File: src/verilog/pid_sup_pkg.sv
// Constants, types and helpers shared by the PID supervision block
package pid_sup_pkg;

  // ****************************************
  // Codes and limits
  // ****************************************
  localparam logic [15:0] OFF_CODE  = 16'h270F;  // Setting means no function
  localparam logic [15:0] SW_MAX    = 16'h0FA0;  // 400.0 Hz in 0.1 Hz steps
  localparam logic [15:0] SEL_DECEL = 16'h000A;  // Selector group for decel stop
  localparam logic [15:0] MON_SP    = 16'h0034;
  localparam logic [15:0] MON_MV    = 16'h0035;
  localparam logic [15:0] MON_DEV   = 16'h0036;
  localparam logic [15:0] PCT_FULL  = 16'h03E8;  // 100.0 percent
  localparam logic [17:0] DEV_ZERO  = 18'h0_03E8; // Deviation monitor offset

  // ****************************************
  // Register offsets
  // ****************************************
  localparam logic [7:0] A_CTRL   = 8'h00;
  localparam logic [7:0] A_AUTOSW = 8'h04;
  localparam logic [7:0] A_ACTSEL = 8'h08;
  localparam logic [7:0] A_UPLIM  = 8'h0C;
  localparam logic [7:0] A_LOLIM  = 8'h10;
  localparam logic [7:0] A_DVLIM  = 8'h14;
  localparam logic [7:0] A_STIME  = 8'h18;
  localparam logic [7:0] A_SLEVEL = 8'h1C;
  localparam logic [7:0] A_SREL   = 8'h20;
  localparam logic [7:0] A_PMSEL  = 8'h24;
  localparam logic [7:0] A_MMSEL  = 8'h28;
  localparam logic [7:0] A_BIAS   = 8'h2C;
  localparam logic [7:0] A_GAIN   = 8'h30;
  localparam logic [7:0] A_PSP    = 8'h34;
  localparam logic [7:0] A_STAT   = 8'h38;
  localparam logic [7:0] A_IRQST  = 8'h3C;
  localparam logic [7:0] A_IRQMSK = 8'h40;
  localparam logic [7:0] A_PMON   = 8'h44;

  // ****************************************
  // Reset values and timing
  // ****************************************
  localparam logic [15:0] SET_RST = OFF_CODE;
  localparam logic [15:0] SEL_RST = 16'h0000;
  localparam logic [15:0] MON_RST = MON_SP;
  localparam int          CLK_NS  = 10;
  localparam int          TICK_NS = 100_000_000;  // Detect time step, 0.1 s
  localparam int          TICK_CYC = TICK_NS / CLK_NS;

  typedef enum logic [2:0] {ST_IDLE, ST_OPEN, ST_PID, ST_DECEL, ST_SLEEP, ST_TRIP} state_t;

  typedef struct packed {
    logic fault;
    logic pid_entered;
    logic sleep_end;
    logic sleep_start;
  } irq_t;

  function automatic logic is_off(input logic [15:0] v);
    return v == OFF_CODE;
  endfunction

  function automatic logic [1:0] low_digit(input logic [15:0] sel);
    logic [15:0] d;
    d = (sel >= SEL_DECEL) ? sel - SEL_DECEL : sel;
    return d[1:0];
  endfunction

endpackage

File: src/verilog/pid_supervisor.sv
// PID supervision: switchover, limit actions, sleep timer, monitors, APB
//
// What this block does
// Run open start-up until output reaches switchover frequency, then PID.
// Once in PID control, stay there even if output frequency falls.
// Selector 0-3 coasts at suspension start; 10-13 decelerates to stop.
// Low digit: 1 trips on upper/lower flags, 2 on deviation, 3 both.
// A limit at the disable code never raises its flag nor a trip.
// Suspend when PID output stays below detect level longer than detect time.
// Leave suspension when deviation reaches release setting minus 1000.
// While suspended: suspension flag on, running off, PID-active on.
// Host maps the suspension flag with terminal code 70 or 170.
// Release during deceleration reaccelerates; detect level ignored then.
// Monitor codes 52, 53, 54; code 54 refused by the meter selector.
// Deviation monitor reads 1000 at zero deviation.
// Deviation never reaches the meter output.
// Both coefficients valid: unitless, meter span from smaller to larger.
// Both coefficients valid: calibrate with display-coefficient points.
// Operator calibrates only when stopped and in panel mode; this block accepts bias and gain writes in any state.
// Panel set point is percent unless both coefficients valid.
// Detect timer restarts when output returns to detect level.
module pid_supervisor #(
  parameter int TICK_CYC = pid_sup_pkg::TICK_CYC
) (
  input  wire logic        clk,
  input  wire logic        rst_b,
  input  wire logic        psel,
  input  wire logic        penable,
  input  wire logic        pwrite,
  input  wire logic [7:0]  paddr,
  input  wire logic [31:0] pwdata,
  output logic      [31:0] prdata,
  output logic             pready,
  output logic             pslverr,
  input  wire logic [15:0] pid_freq,
  input  wire logic [15:0] open_freq,
  input  wire logic [15:0] output_freq,
  input  wire logic [15:0] measured_value,
  output logic      [15:0] freq_cmd,
  output logic             running,
  output logic             pid_active,
  output logic             suspend_flag,
  output logic             coast_stop,
  output logic             decel_stop,
  output logic             upper_limit_flag,
  output logic             lower_limit_flag,
  output logic             deviation_limit_flag,
  output logic             loop_fault_trip,
  output logic      [15:0] meter_value,
  output logic      [15:0] meter_full,
  output logic      [15:0] meter_min,
  output logic             coef_mode,
  output logic             irq
);

  // ****************************************
  // Settings and bus
  // ****************************************
  logic        run_r;
  logic [15:0] auto_sw_r, act_sel_r, up_lim_r, lo_lim_r, dv_lim_r;
  logic [15:0] s_time_r, s_level_r, s_rel_r, pm_sel_r, mm_sel_r;
  logic [15:0] bias_r, gain_r, psp_r, pmon_r;
  logic [3:0]  irq_st_r, irq_msk_r, rd_irq_r;
  logic [31:0] prdata_r;
  logic        pready_r, pslverr_r;
  pid_sup_pkg::state_t st_r, st_nxt;
  pid_sup_pkg::irq_t   ev;

  wire setup  = psel && !penable;
  wire wr     = psel && penable && pwrite;
  wire rd_irq = psel && penable && !pwrite && (paddr == pid_sup_pkg::A_IRQST);
  wire [15:0] wd = pwdata[15:0];

  logic [31:0] rd_mux;
  logic        rd_ok;
  always_comb begin
    rd_ok  = 1'b1;
    rd_mux = 32'h0000_0000;
    case (paddr)
      pid_sup_pkg::A_CTRL:   rd_mux = {31'h0000_0000, run_r};
      pid_sup_pkg::A_AUTOSW: rd_mux = {16'h0000, auto_sw_r};
      pid_sup_pkg::A_ACTSEL: rd_mux = {16'h0000, act_sel_r};
      pid_sup_pkg::A_UPLIM:  rd_mux = {16'h0000, up_lim_r};
      pid_sup_pkg::A_LOLIM:  rd_mux = {16'h0000, lo_lim_r};
      pid_sup_pkg::A_DVLIM:  rd_mux = {16'h0000, dv_lim_r};
      pid_sup_pkg::A_STIME:  rd_mux = {16'h0000, s_time_r};
      pid_sup_pkg::A_SLEVEL: rd_mux = {16'h0000, s_level_r};
      pid_sup_pkg::A_SREL:   rd_mux = {16'h0000, s_rel_r};
      pid_sup_pkg::A_PMSEL:  rd_mux = {16'h0000, pm_sel_r};
      pid_sup_pkg::A_MMSEL:  rd_mux = {16'h0000, mm_sel_r};
      pid_sup_pkg::A_BIAS:   rd_mux = {16'h0000, bias_r};
      pid_sup_pkg::A_GAIN:   rd_mux = {16'h0000, gain_r};
      pid_sup_pkg::A_PSP:    rd_mux = {16'h0000, psp_r};
      pid_sup_pkg::A_STAT:   rd_mux = {20'h0_0000, st_r, loop_fault_trip,
        deviation_limit_flag, lower_limit_flag, upper_limit_flag,
        suspend_flag, pid_active, running, coef_mode, decel_stop};
      pid_sup_pkg::A_IRQST:  rd_mux = {28'h000_0000, irq_st_r};
      pid_sup_pkg::A_IRQMSK: rd_mux = {28'h000_0000, irq_msk_r};
      pid_sup_pkg::A_PMON:   rd_mux = {16'h0000, pmon_r};
      default:               rd_ok  = 1'b0;
    endcase
  end

  // Read data is latched in setup; the clear then removes only what was seen
  always_ff @(posedge clk or negedge rst_b) begin
    if (!rst_b) begin
      prdata_r  <= 32'h0000_0000;
      pslverr_r <= 1'b0;
      pready_r  <= 1'b0;
      rd_irq_r  <= 4'h0;
    end else begin
      pready_r <= 1'b1;
      if (setup) begin
        prdata_r  <= pwrite ? 32'h0000_0000 : rd_mux;
        pslverr_r <= !rd_ok;
        rd_irq_r  <= irq_st_r;
      end
    end
  end

  always_ff @(posedge clk or negedge rst_b) begin
    if (!rst_b) begin
      run_r     <= 1'b0;
      auto_sw_r <= pid_sup_pkg::SET_RST;
      act_sel_r <= pid_sup_pkg::SEL_RST;
      up_lim_r  <= pid_sup_pkg::SET_RST;
      lo_lim_r  <= pid_sup_pkg::SET_RST;
      dv_lim_r  <= pid_sup_pkg::SET_RST;
      s_time_r  <= pid_sup_pkg::SET_RST;
      s_level_r <= pid_sup_pkg::SEL_RST;
      s_rel_r   <= pid_sup_pkg::SET_RST;
      pm_sel_r  <= pid_sup_pkg::MON_RST;
      mm_sel_r  <= pid_sup_pkg::MON_RST;
      bias_r    <= pid_sup_pkg::SET_RST;
      gain_r    <= pid_sup_pkg::SET_RST;
      psp_r     <= pid_sup_pkg::SEL_RST;
      irq_msk_r <= 4'h0;
    end else if (wr) begin
      case (paddr)
        pid_sup_pkg::A_CTRL:   run_r     <= pwdata[0];
        pid_sup_pkg::A_AUTOSW: auto_sw_r <= wd;
        pid_sup_pkg::A_ACTSEL: act_sel_r <= wd;
        pid_sup_pkg::A_UPLIM:  up_lim_r  <= wd;
        pid_sup_pkg::A_LOLIM:  lo_lim_r  <= wd;
        pid_sup_pkg::A_DVLIM:  dv_lim_r  <= wd;
        pid_sup_pkg::A_STIME:  s_time_r  <= wd;
        pid_sup_pkg::A_SLEVEL: s_level_r <= wd;
        pid_sup_pkg::A_SREL:   s_rel_r   <= wd;
        pid_sup_pkg::A_PMSEL:  pm_sel_r  <= wd;
        pid_sup_pkg::A_MMSEL: begin
          if (wd != pid_sup_pkg::MON_DEV) begin
            mm_sel_r <= wd;
          end
        end
        pid_sup_pkg::A_BIAS:   bias_r    <= wd;
        pid_sup_pkg::A_GAIN:   gain_r    <= wd;
        pid_sup_pkg::A_PSP:    psp_r     <= wd;
        pid_sup_pkg::A_IRQMSK: irq_msk_r <= pwdata[3:0];
        default: ;
      endcase
    end
  end

  // ****************************************
  // Set point, deviation and flags
  // ****************************************
  wire coef_ok = !pid_sup_pkg::is_off(bias_r) && !pid_sup_pkg::is_off(gain_r);
  // Coefficient units pass unchanged; percent is capped at full scale
  wire [15:0] sp_eff = coef_ok ? psp_r :
                       ((psp_r > pid_sup_pkg::PCT_FULL) ? pid_sup_pkg::PCT_FULL : psp_r);
  wire signed [17:0] dev     = $signed({2'b00, sp_eff}) - $signed({2'b00, measured_value});
  wire signed [17:0] dev_ofs = dev + $signed(pid_sup_pkg::DEV_ZERO);
  wire [17:0]        dev_abs = dev[17] ? 18'(-dev) : 18'(dev);
  wire [15:0] dev_mon = dev_ofs[17] ? 16'h0000 : dev_ofs[15:0];
  wire release_hit = dev_ofs >= $signed({2'b00, s_rel_r});
  wire [1:0] dig = pid_sup_pkg::low_digit(act_sel_r);
  wire trip_now = (dig[0] && (upper_limit_flag || lower_limit_flag))
               || (dig[1] && deviation_limit_flag);

  always_ff @(posedge clk or negedge rst_b) begin
    if (!rst_b) begin
      upper_limit_flag     <= 1'b0;
      lower_limit_flag     <= 1'b0;
      deviation_limit_flag <= 1'b0;
    end else begin
      upper_limit_flag     <= !pid_sup_pkg::is_off(up_lim_r) && measured_value > up_lim_r;
      lower_limit_flag     <= !pid_sup_pkg::is_off(lo_lim_r) && measured_value < lo_lim_r;
      deviation_limit_flag <= !pid_sup_pkg::is_off(dv_lim_r)
                              && dev_abs > {2'b00, dv_lim_r};
    end
  end

  // ****************************************
  // Suspension detect timer
  // ****************************************
  logic [31:0] tick_cnt_r;
  logic [15:0] susp_cnt_r;
  wire tick  = tick_cnt_r == 32'(TICK_CYC - 1);
  wire below = pid_freq < s_level_r;
  wire timing = st_r == pid_sup_pkg::ST_PID && below && !pid_sup_pkg::is_off(s_time_r);
  wire expire = timing && susp_cnt_r > s_time_r;

  always_ff @(posedge clk or negedge rst_b) begin
    if (!rst_b) begin
      tick_cnt_r <= 32'h0000_0000;
    end else begin
      tick_cnt_r <= tick ? 32'h0000_0000 : tick_cnt_r + 32'h0000_0001;
    end
  end

  // Detect level is not looked at outside PID run, so deceleration ignores it
  always_ff @(posedge clk or negedge rst_b) begin
    if (!rst_b) begin
      susp_cnt_r <= 16'h0000;
    end else if (!timing) begin
      susp_cnt_r <= 16'h0000;
    end else if (tick && susp_cnt_r != 16'hFFFF) begin
      susp_cnt_r <= susp_cnt_r + 16'h0001;
    end
  end

  // ****************************************
  // Control state machine
  // ****************************************
  wire sw_on = !pid_sup_pkg::is_off(auto_sw_r) && auto_sw_r <= pid_sup_pkg::SW_MAX;

  always_comb begin
    st_nxt = st_r;
    case (st_r)
      pid_sup_pkg::ST_IDLE: begin
        if (run_r) begin
          st_nxt = sw_on ? pid_sup_pkg::ST_OPEN : pid_sup_pkg::ST_PID;
        end
      end
      pid_sup_pkg::ST_OPEN: begin
        if (output_freq >= auto_sw_r) begin
          st_nxt = pid_sup_pkg::ST_PID;
        end
      end
      pid_sup_pkg::ST_PID: begin
        if (expire) begin
          st_nxt = (act_sel_r >= pid_sup_pkg::SEL_DECEL) ?
                   pid_sup_pkg::ST_DECEL : pid_sup_pkg::ST_SLEEP;
        end
      end
      pid_sup_pkg::ST_DECEL: begin
        if (release_hit) begin
          st_nxt = pid_sup_pkg::ST_PID;
        end else if (output_freq == 16'h0000) begin
          st_nxt = pid_sup_pkg::ST_SLEEP;
        end
      end
      pid_sup_pkg::ST_SLEEP: begin
        if (release_hit) begin
          st_nxt = pid_sup_pkg::ST_PID;
        end
      end
      pid_sup_pkg::ST_TRIP: st_nxt = pid_sup_pkg::ST_TRIP;
      default: st_nxt = pid_sup_pkg::ST_IDLE;
    endcase
    if (trip_now && st_r != pid_sup_pkg::ST_IDLE) begin
      st_nxt = pid_sup_pkg::ST_TRIP;
    end
    if (!run_r) begin
      st_nxt = pid_sup_pkg::ST_IDLE;
    end
  end

  wire nxt_susp = st_nxt == pid_sup_pkg::ST_DECEL || st_nxt == pid_sup_pkg::ST_SLEEP;
  wire cur_susp = st_r == pid_sup_pkg::ST_DECEL || st_r == pid_sup_pkg::ST_SLEEP;

  always_ff @(posedge clk or negedge rst_b) begin
    if (!rst_b) begin
      st_r            <= pid_sup_pkg::ST_IDLE;
      freq_cmd        <= 16'h0000;
      running         <= 1'b0;
      pid_active      <= 1'b0;
      suspend_flag    <= 1'b0;
      coast_stop      <= 1'b0;
      decel_stop      <= 1'b0;
      loop_fault_trip <= 1'b0;
    end else begin
      st_r            <= st_nxt;
      freq_cmd        <= (st_nxt == pid_sup_pkg::ST_OPEN) ? open_freq :
                         (st_nxt == pid_sup_pkg::ST_PID)  ? pid_freq : 16'h0000;
      running         <= st_nxt == pid_sup_pkg::ST_OPEN || st_nxt == pid_sup_pkg::ST_PID;
      pid_active      <= st_nxt == pid_sup_pkg::ST_PID || nxt_susp;
      suspend_flag    <= nxt_susp;
      coast_stop      <= st_nxt == pid_sup_pkg::ST_SLEEP;
      decel_stop      <= st_nxt == pid_sup_pkg::ST_DECEL;
      loop_fault_trip <= st_nxt == pid_sup_pkg::ST_TRIP;
    end
  end

  // ****************************************
  // Monitors and meter
  // ****************************************
  always_ff @(posedge clk or negedge rst_b) begin
    if (!rst_b) begin
      pmon_r      <= 16'h0000;
      meter_value <= 16'h0000;
      meter_full  <= 16'h0000;
      meter_min   <= 16'h0000;
      coef_mode   <= 1'b0;
    end else begin
      case (pm_sel_r)
        pid_sup_pkg::MON_SP:  pmon_r <= sp_eff;
        pid_sup_pkg::MON_MV:  pmon_r <= measured_value;
        pid_sup_pkg::MON_DEV: pmon_r <= dev_mon;
        default:              pmon_r <= 16'h0000;
      endcase
      // Meter has no deviation leg at all, whatever the selector holds
      case (mm_sel_r)
        pid_sup_pkg::MON_SP: meter_value <= sp_eff;
        pid_sup_pkg::MON_MV: meter_value <= measured_value;
        default:             meter_value <= 16'h0000;
      endcase
      meter_full <= !coef_ok ? pid_sup_pkg::PCT_FULL :
                    ((bias_r > gain_r) ? bias_r : gain_r);
      meter_min  <= !coef_ok ? 16'h0000 : ((bias_r > gain_r) ? gain_r : bias_r);
      coef_mode  <= coef_ok;
    end
  end

  // ****************************************
  // Interrupts
  // ****************************************
  always_comb begin
    ev.sleep_start = st_r == pid_sup_pkg::ST_PID && nxt_susp;
    ev.sleep_end   = cur_susp && st_nxt == pid_sup_pkg::ST_PID;
    ev.pid_entered = !cur_susp && st_r != pid_sup_pkg::ST_PID
                     && st_nxt == pid_sup_pkg::ST_PID;
    ev.fault       = st_r != pid_sup_pkg::ST_TRIP && st_nxt == pid_sup_pkg::ST_TRIP;
  end

  // New events win over the read clear
  always_ff @(posedge clk or negedge rst_b) begin
    if (!rst_b) begin
      irq_st_r <= 4'h0;
      irq      <= 1'b0;
    end else begin
      irq_st_r <= (irq_st_r & ~(rd_irq ? rd_irq_r : 4'h0)) | ev;
      irq      <= |(irq_st_r & irq_msk_r);
    end
  end

  assign prdata  = prdata_r;
  assign pready  = pready_r;
  assign pslverr = pslverr_r;

  // ****************************************
  // Assertions
  // ****************************************
  auto_switch_a: assert property (@(posedge clk) disable iff (!rst_b)
    st_r == pid_sup_pkg::ST_OPEN && output_freq >= auto_sw_r && run_r && !trip_now
    |=> st_r == pid_sup_pkg::ST_PID && running)
    else $error("switchover to PID missed");
  pid_hold_a: assert property (@(posedge clk) disable iff (!rst_b)
    st_r == pid_sup_pkg::ST_PID && run_r && !trip_now && !expire
    |=> st_r == pid_sup_pkg::ST_PID)
    else $error("PID control left without cause");
  stop_kind_a: assert property (@(posedge clk) disable iff (!rst_b)
    st_r == pid_sup_pkg::ST_PID && expire && run_r && !trip_now
    |=> (act_sel_r >= pid_sup_pkg::SEL_DECEL) ? decel_stop : coast_stop)
    else $error("wrong stop kind at suspension");
  trip_digit_a: assert property (@(posedge clk) disable iff (!rst_b)
    trip_now && run_r && st_r != pid_sup_pkg::ST_IDLE |=> loop_fault_trip)
    else $error("fault trip not raised");
  off_flag_a: assert property (@(posedge clk) disable iff (!rst_b)
    pid_sup_pkg::is_off(up_lim_r) |=> !upper_limit_flag)
    else $error("disabled limit raised a flag");
  timer_restart_a: assert property (@(posedge clk) disable iff (!rst_b)
    !below |=> susp_cnt_r == 16'h0000)
    else $error("detect timer not restarted");
  sleep_enter_a: assert property (@(posedge clk) disable iff (!rst_b)
    timing && susp_cnt_r > s_time_r && run_r && !trip_now |=> suspend_flag)
    else $error("suspension not entered");
  release_a: assert property (@(posedge clk) disable iff (!rst_b)
    cur_susp && release_hit && run_r && !trip_now
    |=> st_r == pid_sup_pkg::ST_PID ##0 running)
    else $error("release did not resume PID");
  sleep_outs_a: assert property (@(posedge clk) disable iff (!rst_b)
    cur_susp |-> suspend_flag && !running && pid_active)
    else $error("suspension outputs wrong");
  meter_sel_a: assert property (@(posedge clk) disable iff (!rst_b)
    mm_sel_r != pid_sup_pkg::MON_DEV)
    else $error("meter selector took deviation code");
  meter_span_a: assert property (@(posedge clk) disable iff (!rst_b)
    coef_ok && $stable(bias_r) && $stable(gain_r)
    |=> meter_full >= meter_min && coef_mode)
    else $error("meter span wrong");

  sleep_seen_c:   cover property (@(posedge clk) disable iff (!rst_b) ev.sleep_start);
  release_seen_c: cover property (@(posedge clk) disable iff (!rst_b) ev.sleep_end);
  trip_seen_c:    cover property (@(posedge clk) disable iff (!rst_b) ev.fault);
  switch_seen_c:  cover property (@(posedge clk) disable iff (!rst_b)
    st_r == pid_sup_pkg::ST_OPEN ##1 st_r == pid_sup_pkg::ST_PID);

endmodule // pid_supervisor

File: config.mk
export PLATFORM = sky130hd
export DESIGN_NAME = pid_supervisor
export DESIGN_NICKNAME = d
export VERILOG_FILES = /design/src/verilog/pid_sup_pkg.sv /design/src/verilog/pid_supervisor.sv
export SDC_FILE = /design/constraint.sdc
export NUM_CORES = 1
export LEC_CHECK = 0
export BUFFER_PORTS_ARGS = -buffer_cell sky130_fd_sc_hd__buf_4
export CAP_MARGIN = 30
export CELL_PAD_IN_SITES_DETAIL_PLACEMENT = 0
export CELL_PAD_IN_SITES_GLOBAL_PLACEMENT = 1
export CORE_ASPECT_RATIO = 0.9
export CORE_UTILIZATION = 43
export CTS_BUF_LIST = sky130_fd_sc_hd__clkbuf_8
export DETAILED_ROUTE_END_ITERATION = 10
export GPL_TIMING_DRIVEN = 0
export PLACE_DENSITY = 0.86
export SYNTH_ARGS = -nofsm -noshare
export SYNTH_HDL_FRONTEND = slang
export SYNTH_SLANG_ARGS = --single-unit
File: constraint.sdc
create_clock -name clk -period 6.55 [get_ports clk]
set_clock_uncertainty 0.2 [all_clocks]
set_input_delay 0.3275 -clock clk [delete_from_list [all_inputs] [get_ports clk]]
set_output_delay 0.3275 -clock clk [all_outputs]
set_load 0.03 [all_outputs]
==> impl_metrics.json <==
{
  "cp.depth": 30,
  "clk_pin_slew_worst_paths_ps": 60,
  "ant_nets": 0,
  "synth_cell_types": 83,
  "fin_total_pwr_mw": 6.541,
  "rsz0062_at_grt": "true",
  "arrival_ps": 7100,
  "final_cell_mix": "dfrtp_1 (310), buf_4 (267), mux2_2 (217), inv_1 (185), nor2_1 (159)",
  "fin_crit_sh": 1.030,
  "hpwl_um": 65620,
  "worstMarginPinSlew_ps": 1099,
  "status": "complete, but fails checks",
  "p_comb_frac": 0.255,
  "ys_top_cells_by_area": "dfrtp_1 (35%), mux2_2 (11%), dfstp_2 (8.3%), ha_1 (8.3%), inv_1 (2.8%)",
  "violations": "setup timing",
  "drt_pass1_iterations": 8,
  "drv_cap": 0,
  "num_io_pins": 218,
  "min_period_ps": 6748,
  "slowest_stage": "dfstp_2",
  "netlist_area_um2": 22100,
  "fp.coreArea_um2": 50550,
  "grt_pass1_vias": 19258,
  "synth_cells": 2142,
  "synth_ff_type": "dfrtp_1",
  "slowest_delay_ps": 550,
  "final_util": 0.5525,
  "ir_worst_vdd_mv": 0.2269,
  "path_class": "reg2reg",
  "htreeDepth": 3,
  "r2r_cells": 30,
  "antenna_found_initial": 0,
  "ys_ff_latch": 381,
  "avgSynthCellArea_um2": 10.32,
  "avgViaCountPerCell": 6.008,
  "fin_nets": 2825,
  "power_density_nw_per_um2": 234.2,
  "portBuffers": 184,
  "synthArstFlopShare": 1.000,
  "vias": 19849,
  "pwr-share-clk": 0.350,
  "final_common_cell": "dfrtp_1",
  "final_max_slew_viol_count": 0,
  "seq_power_share": 0.394,
  "crit_fanout": 6,
  "yosysWarningCount": 0,
  "p_sw_frac": 0.3235,
  "p_int_mw": 4.425,
  "yosys.area.top_type_share": 0.3521,
  "dieHeight_um": 217.1,
  "gp_routability_congestion": 1.009,
  "grt.overflow.total": 0,
  "crit_required_ps": 6900,
  "drtIter0Drc": 2233,
  "cts_tree": "built",
  "wl_per_cell_um": 26.13,
  "p_leak_nw": 12.99,
  "max_freq_mhz": 148.2,
  "p_switching_mw": 2.116,
  "ctsLongestPathBuffers": 3,
  "core.rowCount": 78,
  "wirelength_um": 86350,
  "synth_area_leader_cell": "dfrtp_1",
  "worst_hold_path_type": "in2async",
  "hold_slack_ps": 40.99,
  "grt_usage": 0.3279,
  "worst_path_most_repeated_cell": "inv_2",
  "critical_path.top_delay_family": "compound AO/OA/AOI/OAI gates",
  "crit_path_start_kind": "flop",
  "setup_tns_ps": -3182,
  "timing.final.ws_setup_ps": -198.2,
  "setup_viol": 25,
  "relSlewSlack": 0.2645,
  "synth_edf_count": 0,
  "cts-root-buf": "clkbuf_8",
  "critPathCaptureType": "flop",
  "insertion_delay_ps": 660,
  "cts.sinks": 381,
  "die-area_um2": 52310,
  "cts_made_buffers": 68,
  "die_width_um": 241.0,
  "initial_core_util": 0.4372,
  "drc_errors": 0,
  "area_delta_synth_final_pct": 26.38,
  "crit_buf_inv": 7,
  "hold_viol_final": 0,
  "seq_area_frac_synth": 0.4354,
  "grt_pass1_wl_um": 125700,
  "drive_gt1_frac": 0.3016,
  "grt_max_degree": 118
}
## synth_stat cells (21+ instances only)
library cell / instances
a21oi_1: 69
o21ai_0: 71
nand4_1: 55
ha_1: 147
dfrtp_1: 311
dfstp_2: 70
mux2i_1: 49
nand2_1: 108
nor4_1: 34
inv_1: 166
a22oi_1: 77
clkbuf_1: 72
nor2_1: 161
xor2_1: 24
nand3_1: 70
a22o_1: 24
mux2_2: 217
o211ai_1: 28
xnor2_1: 48
nor2b_1: 21
a21o_1: 47
## registers in the layout (all words and copies together), names as in the netlist, 16 cells and up
register,count
lo_lim_r,16
s_time_r,16
meter_value,16
bias_r,16
auto_sw_r,16
s_level_r,16
freq_cmd,16
meter_min,16
psp_r,16
gain_r,16
tick_cnt_r,32
susp_cnt_r,16
dv_lim_r,16
meter_full,16
prdata,16
pmon_r,16
up_lim_r,16
mm_sel_r,16
s_rel_r,16
pm_sel_r,16
act_sel_r,16
## power groups by stage
stage	combinational (mW)	sequential [mW]	clock, mW
CTS	1.54	2.57	2.32
floorplan	0.741	2.69	0
detailed placement	1.33	2.61	0
global placement	1.29	2.61	0
global route	1.78	2.59	2.42
finish	1.67	2.58	2.29
## metrics by stage
stage,setup WS [ps],cell area (um2),std cells
2_1_floorplan,-18.72,22200,2157
3_3_place_gp,-1563,24430,3021
3_5_place_dp,-1649,24610,3031
4_1_cts,-228.2,27480,3277
5_1_grt,-419.1,27930,3303
6_report,-198.2,27930,3304
## path summary, 6_finish.rpt
kind	from	endpoint	slack (ps)
max	gain_r[13]	irq_st_r[2]	-200
min	rst_b	freq_cmd[11]	40
max reg2reg	gain_r[13]	irq_st_r[2]	-200
min reg2reg	tick_cnt_r[31]	tick_cnt_r[31]	270
max in group asynchronous	rst_b	mm_sel_r[13]	4560
min in group clk	penable	irq_st_r[3]	40
## routing by layer
metal / routed length (um) / vias to the layer above / global-route usage
met5: 0 / - / 0
met2: 37520 / 1026 / 0.4919
met3: 8294 / 182 / 0.07902
li1: - / 8652 / -
met4: 3240 / 0 / 0.1099
met1: 37300 / 9989 / 0.4618
## what timing repair did
item | 4_1_cts | 5_1_grt
resized for setup | 70 | 56
hold buffers | 73 | 0
pin swaps | 35 | 17
setup endpoints to repair | 33 | 30
cloned | 2 | 0
endpoints found under the hold margin | 196 | 0
buffers inserted | 47 | 26
## cell type report
cell class              count  area (um2)
diodes                      1       2.502
plain buffers             102       503.0
clock buffers              83        1142
clock inverters            42       247.7
fillers                  4391       22620
inverters                 167       631.9
multi-input cells        1506       12010
flip-flops and latches    381        9623
well taps                 680       850.8
repair buffers            342        2922
## cells by family after synthesis
logic type | after synthesis | share of synthesized area
DFF | 381 | 0.4354
adders and majority gates | 148 | 0.08413
muxes | 266 | 0.1328
buffers and inverters | 270 | 0.05044
xor gates and xnor gates | 72 | 0.02853
other | 2 | 0.0003398
AOI/OAI and AO/OA | 442 | 0.1417
and+or+nand+nor | 561 | 0.1268
No activity file was read; power rests on OpenSTA's default activity.
